<file path="config.mk">
export PLATFORM = sky130hd
export DESIGN_NAME = dpm_sequencer
export DESIGN_NICKNAME = d
export VERILOG_FILES = /design/src/verilog/dpm_pkg.sv /design/src/verilog/dpm_sequencer.sv /design/src/verilog/dpm_sync.sv
export SDC_FILE = /design/constraint.sdc
export NUM_CORES = 1
export LEC_CHECK = 0
export ABC_AREA = 1
export BUFFER_PORTS_ARGS = -buffer_cell sky130_fd_sc_hd__buf_4
export CAP_MARGIN = 10
export CORE_MARGIN = 3
export CORE_UTILIZATION = 45
export DETAILED_ROUTE_END_ITERATION = 16
export GPL_ROUTABILITY_DRIVEN = 0
export PLACE_DENSITY = 0.7
export SLEW_MARGIN = 20
export SYNTH_ARGS = -nofsm -noshare
export SYNTH_HDL_FRONTEND = slang
export SYNTH_SLANG_ARGS = --single-unit
</file>
<file path="constraint.sdc">
create_clock -name ref_clk_in -period 2.3 [get_ports ref_clk_in]
set_clock_uncertainty 0.15 [all_clocks]
set_input_delay 0.345 -clock ref_clk_in [delete_from_list [all_inputs] [get_ports ref_clk_in]]
set_output_delay 0.345 -clock ref_clk_in [all_outputs]
set_load 0.02 [all_outputs]
</file>
<file path="src/verilog/dpm_pkg.sv">
/*
 * shared constants and carrier types for the driver power mode sequencer.
 * assumes a 25 MHz core clock; the serial link is sampled, not clocked.
 */
package dpm_pkg;

	// ===========================================================
	// frame layout
	localparam int FRAME_BITS = 24;
	localparam int STANDBY_BIT = 23;
	localparam int STATUS_BITS = 8;
	localparam logic [4:0] FRAME_DONE = 5'h18;
	localparam logic [23:0] FRAME_RESET = 24'h00_0000;
	localparam logic [7:0] STATUS_RESET = 8'h00;
	localparam logic [6:0] TX_PAD = 7'h00;
	// synchroniser reset: select idles high so reset leaves no false edge
	localparam logic [4:0] PINS_RESET = 5'h10;

	// ===========================================================
	// timing
	localparam int CLK_KHZ = 25000;
	localparam int T_SET_TYP_US = 160;
	localparam int T_SET_MAX_US = 300;
	// longest time rounds down
	localparam int SET_MAX_INT = (T_SET_MAX_US * CLK_KHZ) / 1000;
	localparam int SET_DEF_INT = (T_SET_TYP_US * CLK_KHZ) / 1000;
	localparam logic [12:0] SET_MAX_CYCLES = SET_MAX_INT[12:0];
	localparam logic [12:0] SET_DEF_CYCLES = SET_DEF_INT[12:0];
	localparam logic [12:0] CNT_ONE = 13'h0001;
	localparam logic [12:0] CNT_ZERO = 13'h0000;
	localparam logic [4:0] BIT_ONE = 5'h01;
	localparam logic [4:0] BIT_ZERO = 5'h00;

	// ===========================================================
	// types
	typedef enum logic [1:0] {
		MODE_STANDBY = 2'b00,
		MODE_WAKE = 2'b01,
		MODE_ACTIVE = 2'b10
	} dpm_mode_type;

	typedef struct packed {
		logic chip_select_low;
		logic sclk;
		logic serial_in_line;
		logic supply_low;
		logic stage_fault;
	} dpm_pins_type;

endpackage

</file>
<file path="src/verilog/dpm_sequencer.sv">
/*
 * power mode sequencer of a serially controlled actuator driver:
 * standby entry and exit, supply power-on reset, serial frame capture
 * and the fault/status serial output.
 * assumes pins arrive asynchronously and the host keeps link timing.
 */
`timescale 1ns/100ps

// Contract
// - writing bit 23 zero enters standby
// - standby clears latched data, inputs/outputs high-z
// - writing bit 23 one leaves standby
// - drivers enabled within 300 us of wake
// - logic supply rising initialises all state (por leaves tx_r and serial_out_out as they were)
// - logic supply loss: outputs high-z, status cleared
// - power-stage supply glitches keep control/status
// - serial output high-z while select high
// - sample rising clock edge, change on falling
// - frames shift least significant bit first
// - select low shows global fault immediately
module dpm_sequencer #(
	parameter logic [12:0] ENABLE_CYCLES = dpm_pkg::SET_DEF_CYCLES
) (
	input wire logic ref_clk_in,
	input wire logic arst_n_in,
	input wire logic chip_select_low_in,
	input wire logic serial_clk_in,
	input wire logic serial_in_line_in,
	input wire logic logic_supply_low_in,
	input wire logic power_stage_fault_in,
	input wire logic [7:0] status0_event_in,
	input wire logic [7:0] status1_event_in,
	output logic serial_out_out,
	output logic serial_out_oe_out,
	output logic drivers_enable_out,
	output logic outputs_hiz_out,
	output logic inputs_hiz_out,
	output logic active_mode_out,
	output logic [23:0] input_reg0_out,
	output logic [7:0] status0_out,
	output logic [7:0] status1_out
);
	dpm_pkg::dpm_pins_type pins_w;
	dpm_pkg::dpm_mode_type mode_r;
	logic sclk_d_r;
	logic cs_d_r;
	logic [23:0] rx_r;
	logic [4:0] bit_cnt_r;
	logic [23:0] tx_r;
	logic [12:0] wake_cnt_r;
	logic sclk_rise;
	logic sclk_fall;
	logic cs_fall;
	logic cs_rise;
	logic frame_load;
	logic fault;
	logic por;

	// ===========================================================
	// pin synchronisation
	dpm_sync #(.WIDTH(5),
		.RST_VAL(dpm_pkg::PINS_RESET)) u_sync (
		.clk_in(ref_clk_in),
		.arst_n_in(arst_n_in),
		.d_in({chip_select_low_in, serial_clk_in, serial_in_line_in,
			logic_supply_low_in, power_stage_fault_in}),
		.q_out(pins_w)
	);

	always_ff @(posedge ref_clk_in or negedge arst_n_in) begin
		if (!arst_n_in) begin
			sclk_d_r <= 1'b0;
			cs_d_r <= 1'b1;
		end else begin
			sclk_d_r <= pins_w.sclk;
			cs_d_r <= pins_w.chip_select_low;
		end
	end

	assign por = pins_w.supply_low;
	assign sclk_rise = pins_w.sclk & ~sclk_d_r;
	assign sclk_fall = ~pins_w.sclk & sclk_d_r;
	assign cs_fall = ~pins_w.chip_select_low & cs_d_r;
	assign cs_rise = pins_w.chip_select_low & ~cs_d_r;
	// short or long frames are dropped, not half-applied
	assign frame_load = cs_rise & (bit_cnt_r == dpm_pkg::FRAME_DONE);
	assign fault = |{status0_out, status1_out};

	// ===========================================================
	// frame receive
	always_ff @(posedge ref_clk_in or negedge arst_n_in) begin
		if (!arst_n_in) begin
			rx_r <= dpm_pkg::FRAME_RESET;
			bit_cnt_r <= dpm_pkg::BIT_ZERO;
		end else if (por) begin
			rx_r <= dpm_pkg::FRAME_RESET;
			bit_cnt_r <= dpm_pkg::BIT_ZERO;
		end else if (cs_fall) begin
			bit_cnt_r <= dpm_pkg::BIT_ZERO;
		end else if (!pins_w.chip_select_low && sclk_rise) begin
			// first bit lands in bit 0 after the full frame
			rx_r <= {pins_w.serial_in_line, rx_r[23:1]};
			if (bit_cnt_r != 5'h1f) begin
				bit_cnt_r <= bit_cnt_r + dpm_pkg::BIT_ONE;
			end
		end
	end

	// ===========================================================
	// input register and mode
	always_ff @(posedge ref_clk_in or negedge arst_n_in) begin
		if (!arst_n_in) begin
			input_reg0_out <= dpm_pkg::FRAME_RESET;
		end else if (por) begin
			input_reg0_out <= dpm_pkg::FRAME_RESET;
		end else if (frame_load) begin
			if (rx_r[dpm_pkg::STANDBY_BIT]) begin
				input_reg0_out <= rx_r;
			end else begin
				input_reg0_out <= dpm_pkg::FRAME_RESET;
			end
		end
	end

	always_ff @(posedge ref_clk_in or negedge arst_n_in) begin
		if (!arst_n_in) begin
			mode_r <= dpm_pkg::MODE_STANDBY;
			wake_cnt_r <= dpm_pkg::CNT_ZERO;
		end else if (por) begin
			mode_r <= dpm_pkg::MODE_STANDBY;
			wake_cnt_r <= dpm_pkg::CNT_ZERO;
		end else if (frame_load && !rx_r[dpm_pkg::STANDBY_BIT]) begin
			mode_r <= dpm_pkg::MODE_STANDBY;
			wake_cnt_r <= dpm_pkg::CNT_ZERO;
		end else begin
			unique case (mode_r)
				dpm_pkg::MODE_STANDBY: begin
					if (frame_load) begin
						mode_r <= dpm_pkg::MODE_WAKE;
					end
					wake_cnt_r <= dpm_pkg::CNT_ZERO;
				end
				dpm_pkg::MODE_WAKE: begin
					// the host is expected to stay quiet meanwhile
					if (wake_cnt_r >= ENABLE_CYCLES - dpm_pkg::CNT_ONE) begin
						mode_r <= dpm_pkg::MODE_ACTIVE;
					end else begin
						wake_cnt_r <= wake_cnt_r + dpm_pkg::CNT_ONE;
					end
				end
				dpm_pkg::MODE_ACTIVE: begin
					wake_cnt_r <= dpm_pkg::CNT_ZERO;
				end
				default: begin
					mode_r <= dpm_pkg::MODE_STANDBY;
					wake_cnt_r <= dpm_pkg::CNT_ZERO;
				end
			endcase
		end
	end

	// ===========================================================
	// power stage control
	// stage faults only gate drivers; nothing latched is touched
	always_ff @(posedge ref_clk_in or negedge arst_n_in) begin
		if (!arst_n_in) begin
			drivers_enable_out <= 1'b0;
			outputs_hiz_out <= 1'b1;
			inputs_hiz_out <= 1'b1;
			active_mode_out <= 1'b0;
		end else begin
			drivers_enable_out <= (mode_r == dpm_pkg::MODE_ACTIVE) &&
				!por && !pins_w.stage_fault;
			outputs_hiz_out <= (mode_r != dpm_pkg::MODE_ACTIVE) ||
				por || pins_w.stage_fault;
			inputs_hiz_out <= (mode_r == dpm_pkg::MODE_STANDBY) || por;
			active_mode_out <= (mode_r == dpm_pkg::MODE_ACTIVE) && !por;
		end
	end

	// ===========================================================
	// status latches
	// supply loss and standby clear outrank new events by design
	always_ff @(posedge ref_clk_in or negedge arst_n_in) begin
		if (!arst_n_in) begin
			status0_out <= dpm_pkg::STATUS_RESET;
			status1_out <= dpm_pkg::STATUS_RESET;
		end else if (por || mode_r == dpm_pkg::MODE_STANDBY) begin
			status0_out <= dpm_pkg::STATUS_RESET;
			status1_out <= dpm_pkg::STATUS_RESET;
		end else begin
			status0_out <= status0_out | status0_event_in;
			status1_out <= status1_out | status1_event_in;
		end
	end

	// ===========================================================
	// serial output
	always_ff @(posedge ref_clk_in or negedge arst_n_in) begin
		if (!arst_n_in) begin
			tx_r <= dpm_pkg::FRAME_RESET;
			serial_out_out <= 1'b0;
			serial_out_oe_out <= 1'b0;
		end else begin
			serial_out_oe_out <= !pins_w.chip_select_low && !por;
			if (cs_fall) begin
				tx_r <= {dpm_pkg::TX_PAD, status1_out, status0_out, fault};
				serial_out_out <= fault;
			end else if (!pins_w.chip_select_low && sclk_fall) begin
				tx_r <= {1'b0, tx_r[23:1]};
				serial_out_out <= tx_r[1];
			end else if (!pins_w.chip_select_low && !sclk_d_r &&
				bit_cnt_r == dpm_pkg::BIT_ZERO) begin
				serial_out_out <= fault;
			end
		end
	end
endmodule

</file>
<file path="src/verilog/dpm_sync.sv">
/*
 * two-flop synchroniser, one per bit.
 * assumes the inputs are asynchronous levels; only stage two is read.
 */
`timescale 1ns/100ps
module dpm_sync #(
	parameter int WIDTH = 5,
	parameter logic [WIDTH-1:0] RST_VAL = '0
) (
	input wire logic clk_in,
	input wire logic arst_n_in,
	input wire logic [WIDTH-1:0] d_in,
	output logic [WIDTH-1:0] q_out
);
	logic [WIDTH-1:0] meta_r;

	// ===========================================================
	// per-bit stages
	genvar i;
	generate
		for (i = 0; i < WIDTH; i++) begin : g_bit
			always_ff @(posedge clk_in or negedge arst_n_in) begin
				if (!arst_n_in) begin
					// reset to the pin's idle level, not blindly to zero
					meta_r[i] <= RST_VAL[i];
					q_out[i] <= RST_VAL[i];
				end else begin
					meta_r[i] <= d_in[i];
					q_out[i] <= meta_r[i];
				end
			end
		end
	endgenerate
endmodule
</file>
# --- Yosys cells after proc, flatten, opt, wreduce, memory -nomap -nowiden ---
# Index checks and enable logic that the tools add are counted.
classes:
  n_reduce_logical: 28
  n_mux: 26
  n_addsub: 2
  bitwise_logic: 11
  n_eq_ne: 10
  n_lt_le_gt_ge: 1
op_table:
  columns: ["op", "n"]
  rows:
  - ["24-bit two-way mux", 8]
  - ["13-bit two-way mux", 4]
  - ["5-bit two-way mux", 4]
  - ["8-bit two-way mux", 2]
  - ["8-bit OR", 2]
  - ["16-bit OR reduction", 1]
  - ["13-bit by 1-bit adder with 13-bit output (second input constant)", 1]
  - ["13-bit by 12-bit >= comparator with 1-bit output (second input constant)", 1]
  - ["4-bit by 3-bit inequality test with 1-bit output (second input constant)", 3]
  - ["3-bit nonzero test", 3]
  - ["1-bit logical AND", 8]
  - ["2-bit two-way mux", 4]
  - ["2-bit one-hot mux with 3 select lines", 1]
  - ["2-bit nonzero test", 3]
  - ["5-bit by 1-bit adder with 5-bit output (second input constant)", 1]
  - ["1-bit AND", 5]
  - ["5-bit equality test (second input constant)", 1]
  - ["1-bit zero test", 5]
  - ["5-bit zero test", 1]
  - ["5-bit inequality test (second input constant)", 1]
  - ["1-bit inverter", 4]
  - ["2-bit AND reduction", 2]
  - ["1-bit logical OR", 3]
  - ["1-bit two-way mux", 3]
  - ["7 further kinds", 7]
word_totals:
  ff_bits: 126
  out_inout_bits: 46

# --- Logic depth before layout (Yosys ltp) ---
depth:
  ltp_word: 7
  mapped_depth: 11
  mapped_depth_nobuf: 11

# --- Modules after synthesis ---
# Synthesis repeated with hierarchy kept, for this count alone.
unflattened:
  cells_unflattened: 550
  area_unflattened_um2: 4999.8
by_module_without_submodules:
  columns: ["module", "cells_per_inst", "area_per_inst_um2", "instances"]
  rows:
  - ["dpm_sequencer", 540, 4747.1, 1]
  - ["dpm_sync", 10, 252.7, 1]

# --- Least setup slack after synthesis ---
# Ideal clock, no wire load.
synth_timing:
  kind: "register -> register"
  from: "reg bit_cnt_r[0]"
  to: "reg bit_cnt_r[0]"
  path_buffers: 0
  synth_period_minus_slack_ns: 1.703
  stages_incl_launch_ff: 8
  setup_time_ns: 0.076
  path_slack_ns: 0.597
  t_arrival_ns: 1.477
  required_ns: 2.074
  cell_sequence: "dfrtp_1 -> ha_1 -> nand2_1 -> nor2_1 -> ha_1 -> or2_1 -> or2_1 -> o21ai_1"
synth_between:
  elab_chain_len: 5
synth_rtl:
  columns: ["item", "line", "text"]
  rows:
  - ["from (decl)", "dpm_sequencer.sv:48", "logic [4:0] bit_cnt_r;"]
  - ["from (signal assigned)", "dpm_sequencer.sv:94", "bit_cnt_r <= dpm_pkg::BIT_ZERO;"]
  - ["from (signal assigned)", "dpm_sequencer.sv:97", "bit_cnt_r <= dpm_pkg::BIT_ZERO;"]
  - ["from (signal assigned)", "dpm_sequencer.sv:99", "bit_cnt_r <= dpm_pkg::BIT_ZERO;"]
  - ["5-bit by 1-bit adder with 5-bit output", "dpm_sequencer.sv:104", "bit_cnt_r <= bit_cnt_r + dpm_pkg::BIT_ONE;"]
  - ["5-bit two-way mux", "dpm_sequencer.sv:103", "if (bit_cnt_r != 5'h1f) begin"]
  - ["5-bit two-way mux", "dpm_sequencer.sv:100", "end else if (!pins_w.chip_select_low && sclk_rise) begin"]
  - ["5-bit two-way mux", "dpm_sequencer.sv:98", "end else if (cs_fall) begin"]
  - ["5-bit two-way mux", "dpm_sequencer.sv:95", "end else if (por) begin"]
# Several ways; a longest one is shown, not always the timed one. The select of a mux whose other input is x is not followed.
# A chain may end at the register's enable or synchronous reset.

# --- Final worst setup path ---
layout_timing:
  from: "reg wake_cnt_r[0]"
  to: "reg wake_cnt_r[9]"
layout_between:
  elab_chain_len: 5
layout_rtl:
  columns: ["item", "line", "text"]
  rows:
  - ["from (decl)", "dpm_sequencer.sv:50", "logic [12:0] wake_cnt_r;"]
  - ["from (signal assigned)", "dpm_sequencer.sv:128", "wake_cnt_r <= dpm_pkg::CNT_ZERO;"]
  - ["from (signal assigned)", "dpm_sequencer.sv:131", "wake_cnt_r <= dpm_pkg::CNT_ZERO;"]
  - ["from (signal assigned)", "dpm_sequencer.sv:134", "wake_cnt_r <= dpm_pkg::CNT_ZERO;"]
  - ["13-bit by 1-bit adder with 13-bit output", "dpm_sequencer.sv:148", "wake_cnt_r <= wake_cnt_r + dpm_pkg::CNT_ONE;"]
  - ["13-bit two-way mux", "dpm_sequencer.sv:145", "if (wake_cnt_r >= ENABLE_CYCLES - dpm_pkg::CNT_ONE) begin"]
  - ["13-bit two-way mux", "dpm_sequencer.sv:136", "unique case (mode_r)"]
  - ["13-bit two-way mux", "dpm_sequencer.sv:132", "end else if (frame_load && !rx_r[dpm_pkg::STANDBY_BIT]) begin"]
  - ["13-bit two-way mux", "dpm_sequencer.sv:129", "end else if (por) begin"]
# Several ways; a longest one is shown, not always the timed one. The select of a mux whose other input is x is not followed.

==> flow_summary_export.csv <==
group,metric,value,unit
worst_setup_path,reg2reg_from,"wake_cnt_r[0]$_DFFE_PN0P_",
cts,numCtsBuffers,17,
yosys,syn_nets,577,
worst_setup_path,end_kind,"register",
cts,root_buffer,"clkbuf_8",
yosys,postSynthCellCount,550,
cts,cts_sinks,118,
power_and_ir_drop,power.density,803,mW/mm2
yosys,yosys.area_share.simple,22.4,%
detailed_routing,dr_wl_met2,5.61,mm
yosys,synth_area_leaders,"dfrtp_1 56%, nand3_1 7.2%, inv_1 6.2%",
yosys,synth-seq-cells,118,
worst_setup_path,r2r_setup_slack,0.37,ns
global_routing,antenna_found_initial,0,
yosys,synth_cell_types,28,
yosys,synth_top_area_share,56.1,%
cells_and_area,regArea,0.00296,mm2
yosys,netlist_area,0.00504,mm2
floorplan,die_w,112,um
cells_and_area,fillers,908,
timing,final_max_slew_viol_count,0,
cells_and_area,final_core_util,59.8,%
placement,place_hpwl,7.53,mm
timing,fmax,517,MHz
yosys,synth_area_leader_cell,"dfrtp_1",
detailed_routing,wl_met3,550,um
yosys,avgSynthCellArea,9.16,um2
floorplan,start_util,46.3,%
cells_and_area,multi_input_area,0.00166,mm2
worst_setup_path,crit_top_cell,"nand2_2",
floorplan,ios,69,
detailed_routing,drt-initial-drc-count,236,
worst_setup_path,critPathRequiredTime,2.55,ns
detailed_routing,antenna_left,0,
worst_setup_path,critPathLaunch,"wake_cnt_r[0]$_DFFE_PN0P_",
detailed_routing,viasPerCell,5.17,
power_and_ir_drop,power_leakage,3.09,nW
power_and_ir_drop,total_power,0.00522,W
timing,hold_viol,0,
global_routing,grt_max_degree,64,
detailed_routing,post_drt_wl_per_cell,14.6,um
placement,port_buffers,68,
power_and_ir_drop,ir_drop,0.000513,V
cts,cts_tree,"yes",
yosys,ys_seq_area_share,58.7,%
detailed_routing,num_vias,4142,
cts,h-tree-depth,4,
cells_and_area,layout-drive-gt1-share,21.0,%
cts,clk_pin_slew_worst_paths,0.06,ns
worst_hold_path,hold_path_class,"in2async",
timing,setup-violations-final,0,
worst_setup_path,cp.arrival,2.18,ns
worst_setup_path,critPathMaxStageDelay,0.44,ns
cts,postCtsSetupBuffers,0,
timing,tightestPinTransition,0.621,ns
global_routing,grtUsageTotal,19.8,%
yosys,synth_compound_area_share,9.53,%
worst_setup_path,r2r_end,"wake_cnt_r[9]$_DFFE_PN0P_",
detailed_routing,drc,0,
worst_setup_path,reg2regPathDepth,11,
detailed_routing,wl,11.7,mm
timing,holdWs,0.185,ns
timing,fin_crit,1.93,ns
cells_and_area,num_antenna_cells,0,
timing,layout_setup_ws,0.368,ns
floorplan,die-area,0.0125,mm2
timing,fin_crit_sh,84.0,%
yosys,synth_warnings,0,
worst_setup_path,path_class,"reg2reg",
timing,setup_tns,0,ns
global_routing,grt_overflow,0,
global_routing,grt_pass1_vias,4255,
placement,dp_worst_setup_slack,0.386,ns
floorplan,core,0.0109,mm2
cells_and_area,area_growth,29.1,%
worst_setup_path,cp_cell_sequence,"ha_1 -> nand2_2 -> nor2_4 -> nand2_1 -> nor2_1 -> nor2_1 -> nand2_2 -> nand2_4 -> inv_2 -> nand2_1 -> nand2_2",
yosys,synth_fa_ha_area_share,0.993,%
status,status,"completed",
cts,clk_path_buf_depth,2,
worst_setup_path,worstSetupStartpointType,"register",
worst_setup_path,worstPathMaxFanout,14,
global_routing,grt_pass1_wl,20.1,mm
detailed_routing,drtPass1Iterations,6,
flow_run,drv_cap,0,
yosys,synth_xor_area_share,0,%
detailed_routing,wl_met1,5.37,mm
detailed_routing,highest_layer,"met4",
worst_setup_path,cp_slowest_cell,"dfrtp_1",
yosys,muxShareOfSynthArea,0,%
cts,clock_latency,0.51,ns
timing,slew_headroom,58.4,%
yosys,synth_top_family_by_area,"simple AND/OR/NAND/NOR gates",
cells_and_area,nets,675,
floorplan,die_h,112,um
floorplan,rows,38,
timing,rsz0062_at_grt,"false",
## flip-flops by register name, indices dropped and copies added (netlist names)
name / cells
serial_out_oe_out: 1
u_sync.q_out: 5
rx_r: 24
status1_out: 8
tx_r: 16
active_mode_out: 1
drivers_enable_out: 1
wake_cnt_r: 13
serial_out_out: 1
bit_cnt_r: 5
sclk_d_r: 1
inputs_hiz_out: 1
outputs_hiz_out: 1
mode_r: 2
cs_d_r: 1
status0_out: 8
u_sync.meta_r: 5
input_reg0_out: 24
## per-layer routing
metal	GRT usage, %	vias to the layer above
met2	31.4	110
met1	26.2	2025
li1	-	1989
met3	4.78	18
met5	0	-
met4	8.11	0
## cell usage after synthesis (all sizes together)
master  instances
inv            86
a21oi           2
ha              4
o211ai          1
buf            13
nand3          79
o221ai         15
o22ai           5
nor2           71
clkbuf          6
nand4          11
dfrtp         113
or2             4
nand2          70
dfstp           5
nor3            8
o21ai          57
## layout by cell type, fill, tap and decap left out, types with 11 or more instances in the layout
cell	instances
dfrtp_1	113
inv_1	83
buf_4	75
nand3_1	73
nor2_1	65
nand2_1	63
o21ai_0	49
dlygate4sd3_1	22
clkbuf_16	16
o221ai_1	15
nand4_1	11
## layout make-up
class,count,area share (%)
multi-input combinational,327,25.5
timing repair buffer,98,12.3
clock inverter,12,2.33
sequential,118,45.5
tap,140,2.69
clock buffer,20,6.69
inverter,86,4.96
## power breakdown
group / internal, W / switching (W) / leakage (nW)
clock network: 0.00167 / 0.000930 / 0.273
registers: 0.00216 / 0.0000488 / 1.59
logic: 0.000155 / 0.000259 / 1.23
total: 0.00399 / 0.00124 / 3.09
## worst max path at each step
stage,to,cells past startpoint
after CTS,wake_cnt_r[9]$_DFFE_PN0P_,11
after global placement,wake_cnt_r[9]$_DFFE_PN0P_,11
after detailed placement,wake_cnt_r[9]$_DFFE_PN0P_,11
after global routing,wake_cnt_r[2]$_DFFE_PN0P_,11
final,wake_cnt_r[9]$_DFFE_PN0P_,11
after floorplan,bit_cnt_r[0]$_DFFE_PN0P_,7
## kinds of logic (layout without fill, tap and decap cells)
family,count (synthesis),after routing
fa+ha+maj,4,4
flops,118,118
buf+inv,105,216
compound gates,80,80
simple gates,243,243
## repair_timing
action	4_1_cts	5_1_grt
hold buffers	22	0
endpoints found under the hold margin	53	0
gates resized for setup	0	0
## critical path, delay by kind of cell, from the launching register on
family        cells  cell delay [ns]
simple gates      9             0.84
flops             1             0.44
fa+ha+maj         1             0.27
buf+inv           1             0.11
## metrics by stage
| stage | instances | instance area (um2) |
|---|---|---|
| 2_1_floorplan | 550 | 5040 |
| 3_3_place_gp | 747 | 5700 |
| 3_5_place_dp | 747 | 5700 |
| 4_1_cts | 801 | 6510 |
| 5_1_grt | 801 | 6510 |
| 6_report | 801 | 6510 |
Note: power is estimated with default switching activity, not from simulation.
